## src/core/cct_defs.vh

```
// constants for the dual capture/compare block with timer routing
// assumes a 32-bit apb bus with word-aligned registers
`ifndef CCT_DEFS_VH
`define CCT_DEFS_VH

// -----------------------------------------
// register byte offsets
// -----------------------------------------
`define CCT_OFF_TSEL   12'h000
`define CCT_OFF_CTL1   12'h004
`define CCT_OFF_VAL1   12'h008
`define CCT_OFF_CTL2   12'h00c
`define CCT_OFF_VAL2   12'h010
`define CCT_OFF_STAT   12'h014
`define CCT_OFF_IEN    12'h018

// -----------------------------------------
// reset values
// -----------------------------------------
`define CCT_RST_TSEL   8'h00
`define CCT_RST_CTL    4'h0
`define CCT_RST_VAL    16'h0000

// -----------------------------------------
// timer selector fields and codes
// -----------------------------------------
`define CCT_TSEL_U1    1:0
`define CCT_TSEL_U2    3:2
`define CCT_TSEL_P3    5:4
`define CCT_TSEL_P4    7:6
`define CCT_TMR_A      2'h0
`define CCT_TMR_B      2'h1
`define CCT_TMR_C      2'h2

// -----------------------------------------
// mode field codes
// -----------------------------------------
`define CCT_M_OFF      4'h0
`define CCT_M_TOGGLE   4'h2
`define CCT_M_CAP_FALL 4'h4
`define CCT_M_CAP_RISE 4'h5
`define CCT_M_CAP_4TH  4'h6
`define CCT_M_CAP_16TH 4'h7
`define CCT_M_SET      4'h8
`define CCT_M_CLEAR    4'h9
`define CCT_M_SWINT    4'ha
`define CCT_M_TRIG     4'hb

// -----------------------------------------
// status register fields
// -----------------------------------------
`define CCT_ST_FLAG    1:0
`define CCT_ST_CMPOUT  3:2

`endif

```

## src/core/cct_sync.v

```verilog
// two-flop synchroniser for pin levels
// assumes the input is asynchronous to clock
`default_nettype none

module cct_sync #(
  parameter WIDTH = 2
) (
  input  wire             clock,
  input  wire             resetn,
  input  wire [WIDTH-1:0] async_in,
  output reg  [WIDTH-1:0] sync_out
);

  reg [WIDTH-1:0] meta_reg;

  // first stage feeds only the second stage
  always @(posedge clock or negedge resetn) begin
    if (!resetn) begin
      meta_reg <= {WIDTH{1'b0}};
      sync_out <= {WIDTH{1'b0}};
    end else begin
      meta_reg <= async_in;
      sync_out <= meta_reg;
    end
  end

endmodule // cct_sync

`default_nettype wire

```

## src/core/cct_capture.v

```verilog
// capture edge qualifier with prescaler for one unit
// assumes pin_level is already synchronised to clock
`default_nettype none
`include "cct_defs.vh"

module cct_capture (
  input  wire       clock,
  input  wire       resetn,
  input  wire [3:0] mode,
  input  wire       pin_level,
  output wire       cap_event
);

  reg       prev_reg;
  reg [3:0] psc_reg;
  reg [3:0] psc_next;
  wire      is_cap;
  wire      rise;
  wire      fall;

  assign is_cap = (mode[3:2] == 2'h1);
  assign rise   = pin_level & ~prev_reg;
  assign fall   = ~pin_level & prev_reg;

  // qualifying event per mode; every 4th uses the low two bits only
  assign cap_event = is_cap & (
    ((mode == `CCT_M_CAP_FALL) & fall) |
    ((mode == `CCT_M_CAP_RISE) & rise) |
    ((mode == `CCT_M_CAP_4TH) & rise & (psc_reg[1:0] == 2'h3)) |
    ((mode == `CCT_M_CAP_16TH) & rise & (psc_reg == 4'hf)));

  // prescaler: held clear outside capture, kept across capture modes
  always @* begin
    psc_next = psc_reg;
    if (!is_cap) begin
      psc_next = 4'h0;
    end else if (rise) begin
      psc_next = psc_reg + 4'h1;
    end
  end

  // watch the real pin level, so a port write can trigger too
  always @(posedge clock or negedge resetn) begin
    if (!resetn) begin
      prev_reg <= 1'b0;
      psc_reg  <= 4'h0;
    end else begin
      prev_reg <= pin_level;
      psc_reg  <= psc_next;
    end
  end

endmodule // cct_capture

`default_nettype wire

```

## src/core/cct_top.v

```verilog
// two capture/compare units plus the period timer routing register
// assumes an apb master on clock, a shared 16-bit counter on clock
// that pulses counter_tick on each of its own clock edges, and raw pins
//
// Operation
// - four 2-bit timer selectors, 11 reserved
// - each unit routes its own selected timer
// - capture copies full 16-bit counter
// - capture on fall, rise, 4th, 16th rise
// - capture sets flag, software clears
// - new capture overwrites old value
// - edge detector watches actual pin level
// - prescaler cleared when off or reset
// - capture mode change keeps prescaler count
// - capture keeps working during sleep
// - compare every cycle, act per mode
// - every compare match sets the flag
// - zero control write clears compare latch
// - mode 1010 flags only, pin untouched
// - mode 1011 resets counter, starts conversion
// - trigger immediate, reset on counter edge
// - trigger reset never sets overflow flag
// - lost match skips the counter reset
// - compare inactive while asleep
`default_nettype none
`include "cct_defs.vh"

module cct_top #(
  parameter CNT_W = 16
) (
  input  wire             clock,
  input  wire             resetn,
  input  wire             psel,
  input  wire             penable,
  input  wire             pwrite,
  input  wire [11:0]      paddr,
  input  wire [31:0]      pwdata,
  output reg  [31:0]      prdata,
  output reg              pready,
  output reg              pslverr,
  input  wire [CNT_W-1:0] wide_counter,
  input  wire             counter_tick,
  input  wire             sleep,
  input  wire             adc_enabled,
  input  wire [2:0]       period_tick,
  input  wire [1:0]       pin_in,
  output reg  [1:0]       pin_out,
  output reg  [1:0]       pin_oe,
  output reg              conv_trigger,
  output reg              counter_reset,
  output reg  [3:0]       unit_timebase
);

  // -----------------------------------------
  // registers and wires
  // -----------------------------------------
  reg  [7:0]       tsel_reg;
  reg  [3:0]       ctl_reg    [0:1];
  reg  [CNT_W-1:0] val_reg    [0:1];
  reg  [1:0]       flag_reg;
  reg  [1:0]       ien_reg;
  reg  [1:0]       match_prev_reg;
  reg  [1:0]       pend_reg;
  reg  [1:0]       flag_next;
  reg  [31:0]      rd_next;
  reg              hit_next;
  wire [1:0]       pin_sync;
  wire [1:0]       cap_event;
  wire [1:0]       match;
  wire [1:0]       match_rise;
  wire [1:0]       trig_rise;
  wire [1:0]       reset_fire;
  wire             setup;
  wire             wr_ok;
  integer          i;
  integer          j;

  // -----------------------------------------
  // helper functions
  // -----------------------------------------

  // pick one period timer tick; reserved code routes nothing
  function route_tick;
    input [1:0] sel;
    input [2:0] ticks;
    begin
      case (sel)
        `CCT_TMR_A: route_tick = ticks[0];
        `CCT_TMR_B: route_tick = ticks[1];
        `CCT_TMR_C: route_tick = ticks[2];
        default:    route_tick = 1'b0;
      endcase
    end
  endfunction

  // compare modes that own the pin
  function drives_pin;
    input [3:0] m;
    begin
      drives_pin = (m == `CCT_M_TOGGLE) | (m == `CCT_M_SET) |
                   (m == `CCT_M_CLEAR);
    end
  endfunction

  // any compare mode, including flag-only and trigger
  function is_cmp;
    input [3:0] m;
    begin
      is_cmp = drives_pin(m) | (m == `CCT_M_SWINT) |
               (m == `CCT_M_TRIG);
    end
  endfunction

  // -----------------------------------------
  // pin synchronisers and capture qualifiers
  // -----------------------------------------
  cct_sync #(
    .WIDTH (2)
  ) u_sync (
    .clock    (clock),
    .resetn   (resetn),
    .async_in (pin_in),
    .sync_out (pin_sync)
  );

  // capture logic runs on clock alone, so it keeps going in sleep
  cct_capture u_cap1 (
    .clock     (clock),
    .resetn    (resetn),
    .mode      (ctl_reg[0]),
    .pin_level (pin_sync[0]),
    .cap_event (cap_event[0])
  );

  cct_capture u_cap2 (
    .clock     (clock),
    .resetn    (resetn),
    .mode      (ctl_reg[1]),
    .pin_level (pin_sync[1]),
    .cap_event (cap_event[1])
  );

  // -----------------------------------------
  // compare match detection
  // -----------------------------------------

  // sleep stands for the stopped system clock: no matches then
  // the counter is held for many clocks, so only the match start acts
  genvar g;
  generate
    for (g = 0; g < 2; g = g + 1) begin : g_cmp
      assign match[g] = is_cmp(ctl_reg[g]) & ~sleep &
                        (wide_counter == val_reg[g]);
      assign match_rise[g] = match[g] & ~match_prev_reg[g];
      assign trig_rise[g]  = match_rise[g] & (ctl_reg[g] == `CCT_M_TRIG);
      // reset only if the match still holds at the counter edge
      assign reset_fire[g] = pend_reg[g] & counter_tick & match[g];
    end
  endgenerate

  // -----------------------------------------
  // apb decode
  // -----------------------------------------
  // register map, one aligned word each, data in the low bits:
  //   0x00 timer selectors, two bits per unit
  //   0x04 / 0x0c control of unit one / unit two, mode in bits 3:0
  //   0x08 / 0x10 value of unit one / unit two, 16 bits
  //   0x14 status: event flags 1:0 write-one-to-clear, latches 3:2
  //   0x18 event enable bits, storage only
  // unmapped words answer with pslverr and read as zero

  assign setup = psel & ~penable;
  assign wr_ok = psel & penable & pready & pwrite;

  // read mux and address check, evaluated in the setup cycle
  always @* begin
    rd_next  = 32'h0000_0000;
    hit_next = 1'b1;
    case (paddr)
      `CCT_OFF_TSEL: rd_next[7:0] = tsel_reg;
      `CCT_OFF_CTL1: rd_next[3:0] = ctl_reg[0];
      `CCT_OFF_VAL1: rd_next[15:0] = val_reg[0];
      `CCT_OFF_CTL2: rd_next[3:0] = ctl_reg[1];
      `CCT_OFF_VAL2: rd_next[15:0] = val_reg[1];
      `CCT_OFF_STAT: rd_next[3:0] = {pin_out, flag_reg};
      `CCT_OFF_IEN:  rd_next[1:0] = ien_reg;
      default:       hit_next = 1'b0;
    endcase
  end

  // one wait-free access phase: pready rises right after setup
  always @(posedge clock or negedge resetn) begin
    if (!resetn) begin
      pready  <= 1'b0;
      pslverr <= 1'b0;
      prdata  <= 32'h0000_0000;
    end else begin
      pready  <= setup;
      pslverr <= setup & ~hit_next;
      if (setup) begin
        prdata <= pwrite ? 32'h0000_0000 : rd_next;
      end
    end
  end

  // -----------------------------------------
  // event flags: hardware set wins over a write-one clear
  // -----------------------------------------
  always @* begin
    flag_next = flag_reg;
    if (wr_ok && paddr == `CCT_OFF_STAT) begin
      flag_next = flag_reg & ~pwdata[1:0];
    end
    flag_next = flag_next | cap_event | match_rise;
  end

  // -----------------------------------------
  // software registers, capture loads and compare state
  // -----------------------------------------
  always @(posedge clock or negedge resetn) begin
    if (!resetn) begin
      tsel_reg       <= `CCT_RST_TSEL;
      ien_reg        <= 2'h0;
      flag_reg       <= 2'h0;
      match_prev_reg <= 2'h0;
      pend_reg       <= 2'h0;
      for (i = 0; i < 2; i = i + 1) begin
        ctl_reg[i] <= `CCT_RST_CTL;
        val_reg[i] <= `CCT_RST_VAL;
      end
    end else begin
      flag_reg       <= flag_next;
      match_prev_reg <= match;
      if (wr_ok && paddr == `CCT_OFF_TSEL) begin
        tsel_reg <= pwdata[7:0];
      end
      // enable is only held for software; no interrupt line here
      if (wr_ok && paddr == `CCT_OFF_IEN) begin
        ien_reg <= pwdata[1:0];
      end
      if (wr_ok && paddr == `CCT_OFF_CTL1) begin
        ctl_reg[0] <= pwdata[3:0];
      end
      if (wr_ok && paddr == `CCT_OFF_CTL2) begin
        ctl_reg[1] <= pwdata[3:0];
      end
      if (wr_ok && paddr == `CCT_OFF_VAL1) begin
        val_reg[0] <= pwdata[15:0];
      end
      if (wr_ok && paddr == `CCT_OFF_VAL2) begin
        val_reg[1] <= pwdata[15:0];
      end
      for (i = 0; i < 2; i = i + 1) begin
        // a capture beats a same-cycle software write to the value
        if (cap_event[i]) begin
          val_reg[i] <= wide_counter;
        end
        // pending counter reset waits for the counter's own edge
        if (ctl_reg[i] != `CCT_M_TRIG || counter_tick) begin
          pend_reg[i] <= 1'b0;
        end else if (trig_rise[i]) begin
          pend_reg[i] <= 1'b1;
        end
      end
    end
  end

  // -----------------------------------------
  // pin latches and drive enables
  // -----------------------------------------

  // drive enable follows the mode alone; flag-only and trigger
  // modes leave the pin to the port logic
  always @(posedge clock or negedge resetn) begin
    if (!resetn) begin
      pin_oe <= 2'h0;
    end else begin
      pin_oe[0] <= drives_pin(ctl_reg[0]);
      pin_oe[1] <= drives_pin(ctl_reg[1]);
    end
  end

  // off mode clears the latch only; general port data lives elsewhere
  // the latch keeps its level across compare mode changes, so a user
  // who wants a known start writes zero to the control first
  always @(posedge clock or negedge resetn) begin
    if (!resetn) begin
      pin_out <= 2'h0;
    end else begin
      for (j = 0; j < 2; j = j + 1) begin
        if (ctl_reg[j] == `CCT_M_OFF) begin
          pin_out[j] <= 1'b0;
        end else if (match_rise[j]) begin
          case (ctl_reg[j])
            `CCT_M_TOGGLE: pin_out[j] <= ~pin_out[j];
            `CCT_M_SET:    pin_out[j] <= 1'b1;
            `CCT_M_CLEAR:  pin_out[j] <= 1'b0;
            default:       pin_out[j] <= pin_out[j];
          endcase
        end
      end
    end
  end

  // -----------------------------------------
  // converter trigger and counter reset
  // -----------------------------------------

  // trigger goes out on the match start, one register stage late;
  // the reset is a dedicated strobe, not a wrap, so no overflow flag
  // limitation: the strobe lands one clock after the counter edge, so
  // the counter shows one count past the match for that clock
  always @(posedge clock or negedge resetn) begin
    if (!resetn) begin
      conv_trigger  <= 1'b0;
      counter_reset <= 1'b0;
    end else begin
      conv_trigger  <= |trig_rise & adc_enabled;
      counter_reset <= |reset_fire;
    end
  end

  // -----------------------------------------
  // period timer routing
  // -----------------------------------------

  // each unit follows only its own selector
  // a reserved code routes no tick but stays stored and readable
  always @(posedge clock or negedge resetn) begin
    if (!resetn) begin
      unit_timebase <= 4'h0;
    end else begin
      unit_timebase[0] <= route_tick(tsel_reg[`CCT_TSEL_U1], period_tick);
      unit_timebase[1] <= route_tick(tsel_reg[`CCT_TSEL_U2], period_tick);
      unit_timebase[2] <= route_tick(tsel_reg[`CCT_TSEL_P3], period_tick);
      unit_timebase[3] <= route_tick(tsel_reg[`CCT_TSEL_P4], period_tick);
    end
  end

endmodule // cct_top

`default_nettype wire

```

## config.mk

```make
export PLATFORM = sky130hd
export DESIGN_NAME = cct_top
export DESIGN_NICKNAME = d
export VERILOG_FILES = /design/src/core/cct_sync.v /design/src/core/cct_capture.v /design/src/core/cct_top.v
export VERILOG_INCLUDE_DIRS = /design/src /design/src/core
export SDC_FILE = /design/constraint.sdc
export NUM_CORES = 1
export LEC_CHECK = 0
export BUFFER_PORTS_ARGS = -buffer_cell sky130_fd_sc_hd__buf_2
export CELL_PAD_IN_SITES_DETAIL_PLACEMENT = 1
export CELL_PAD_IN_SITES_GLOBAL_PLACEMENT = 2
export CORE_MARGIN = 1
export CORE_UTILIZATION = 31
export CTS_CLUSTER_SIZE = 25
export DETAILED_ROUTE_END_ITERATION = 8
export PLACE_DENSITY_LB_ADDON = 0.1
export SLEW_MARGIN = 5
export SYNTH_ARGS = -nofsm -noshare
export SYNTH_HDL_FRONTEND = slang
export SYNTH_HIERARCHICAL = 1
export SYNTH_SLANG_ARGS = --single-unit
```

## constraint.sdc

```tcl
create_clock -name clock -period 2.2 [get_ports clock]
set_input_delay 0.22 -clock clock [delete_from_list [all_inputs] [get_ports clock]]
set_output_delay 0.22 -clock clock [all_outputs]
set_load 0.02 [all_outputs]
```

==> results.ini <==
[grt]
grt_max_degree=47
grt_pass1_vias=4327
antenna_found_initial=0
track_usage=0.188
use_met3=0.0274
grt.busiest_layer=met2
grt_pass1_wl_mm=25.1
grt_overflow=0
grt_use_met1=0.265
use_met2=0.294

[logic_synthesis]
synth_enable_flop_cells=0
netlist.area_leader.share=0.472
ys_top_cells_by_area=dfrtp_1 (47%), mux2i_1 (8.1%), mux2_2 (5.0%), nand2_1 (4.5%), o21ai_0 (3.8%)
yosysWarnings=6
async_flop_share=1.00
synth_flop_cell=dfrtp_1
ys_ff_latch=98
synthesis.area_um2=5200
yosysSeqAreaShare=0.472
post_synth_num_cell_types=55
syn_avg_cell_area_um2=10.3
syn_inst=506
synth_top_cell_by_area=dfrtp_1

[worst_setup_path]
crit_fanout=5
path_class=reg -> reg
crit_required_ns=2.43
cp.arrival_ns=2.38
setup.worst_path.end_class=flop
critPathLaunchType=flop

[timing]
period_needed_ns=2.15
slew-limit-headroom=0.641
tightest_slew_ns=0.539
fmax_mhz=465
finalCritPeriodShare=0.978
fin_setup_tns_ns=0
hold_viol=0
setup_viol=0
fin_skew_ns=0.00583
slew_violations=0
rsz0062_at_grt=true

[detailed_routing]
viasPerCell=4.99
first_pass_iters=4
wl_mm=15.5
avgRoutedWirePerCell_um=18.8
drc=0
drtIter0Drc=148
ant_nets=0
vias=4120

[floorplan]
die-area_um2=17300
initial_core_util=0.323
rows=46
die_y_um=132
die_width_um=132
core_area_um2=16100
io_pins=117

[power_and_ir_drop]
power_per_cell_area_nw_per_um2=609
power_mw=3.88
p_leak_nw=2.78
peakVddDrop_v=0.000319

[clocking]
clockRootBuffer=clkbuf_16
cts_tree=built
clockBufferDepth=2
path_clk_slew_ns=0.07
cts.sinks=98
cts_buffers=9
htree_num_levels=3
clk_latency_ns=0.35

[placed_design]
dp_cells=806
dpl_cell_area_um2=5980
gp_congestion=0.754
dp_hpwl_mm=11.6
port_buffers=84

[run]
cap_violations=0

[final_layout]
diodes=0
final_cells=826
num-nets-final=680
fin_area_um2=6360
fin_util=0.395
area_growth_pct=22.3
layout_commonest_cell=dfrtp_1
largest_register_ffs=32
layout_common_cells=dfrtp_1 (98), buf_2 (83), nand2_1 (62)
drive_gt1_frac=0.266

[status]
status=finished, final reports clean

[worst_hold_path]
hold_class=in -> reg

[where the power goes]
group          leakage, nW  internal [mW]  switching (mW)
sequential            1.31           1.83          0.0238
combinational         1.31          0.112           0.198
clock                0.160          0.997           0.717
total                 2.78           2.94           0.939
[layout make-up]
class                           count  area (um2)
Inverter                            6        22.5
Timing Repair Buffer              113         711
Clock buffer                        9         225
Multi-Input combinational cell    377        2590
Tap cell                          216         270
Clock inverter                      7        92.6
Fill cell                        1866        9760
Sequential cell                    98        2450
[critical path, cell delays in order, from the launching register on]
cell	delay, ns
dfrtp_1	0.41
xnor2_2	0.20
nand4_1	0.20
or4_4	0.62
or4_4	0.42
nor4bb_2	0.18
[stage by stage]
step	hold WS, ns	setup slack, ns
global route	0.0972	0.00829
detailed placement	0.242	-0.0738
finish	0.0912	0.0473
CTS	0.0775	0.00748
floorplan	-0.0756	0.0419
global placement	0.235	-0.0175
[cells by family after synthesis]
kind of cell	after synthesis	share of synthesized area
and+or+nand+nor	156	0.154
AOI/OAI and AO/OA	99	0.117
DFF	98	0.472
muxes	68	0.144
buffers and inverters	46	0.0469
xor gates and xnor gates	36	0.0606
adders and majority gates	2	0.00481
other	1	0.000721
[per-layer routing]
metal | vias to the layer above | wire, um
li1 | 1961 | -
met1 | 2049 | 7580
met2 | 94 | 7170
met3 | 16 | 487
met4 | 0 | 251
met5 | - | 0
[path summary, 6_finish.rpt]
check / depth (start not counted) / from / slack [ns] / endpoint
min reg2reg: 0 / u_sync/meta_reg[1] / 0.35 / u_sync/sync_out[1]
max reg2reg: 5 / val_reg[13] / 0.05 / pin_out[1]
max: 5 / val_reg[13] / 0.05 / pin_out[1]
min in group asynchronous: 2 / resetn / 0.38 / conv_trigger
min: 2 / adc_enabled / 0.09 / conv_trigger
max in group asynchronous: 3 / resetn / 1.18 / val_reg[3]
[repair_timing]
action                                  in CTS  in global routing
hold buffers                                 3                  0
endpoints found under the setup margin       1                  1
resized for setup                            2                  3
pin swaps                                    1                  5
endpoints found under the hold margin       38                  0
setup buffers                                0                  1
[cell usage after synthesis (all sizes together) (2+ instances only)]
| library cell | n |
|---|---|
| nand2b | 14 |
| nor2 | 24 |
| a32o | 2 |
| or4 | 3 |
| inv | 6 |
| xnor2 | 20 |
| buf | 21 |
| a211o | 2 |
| mux2 | 23 |
| a22o | 2 |
| dfrtp | 98 |
| nand3 | 8 |
| a21oi | 12 |
| nand4 | 4 |
| o2111ai | 2 |
| mux4 | 3 |
| nor4 | 9 |
| o21ai | 49 |
| nor2b | 6 |
| a31oi | 2 |
| o22ai | 3 |
| nand3b | 7 |
| ha | 2 |
| nor3 | 9 |
| mux2i | 42 |
| or3 | 3 |
| a22oi | 12 |
| nand2 | 62 |
| o21a | 4 |
| clkbuf | 19 |
| xor2 | 16 |
(Power assumes the default switching activity.)
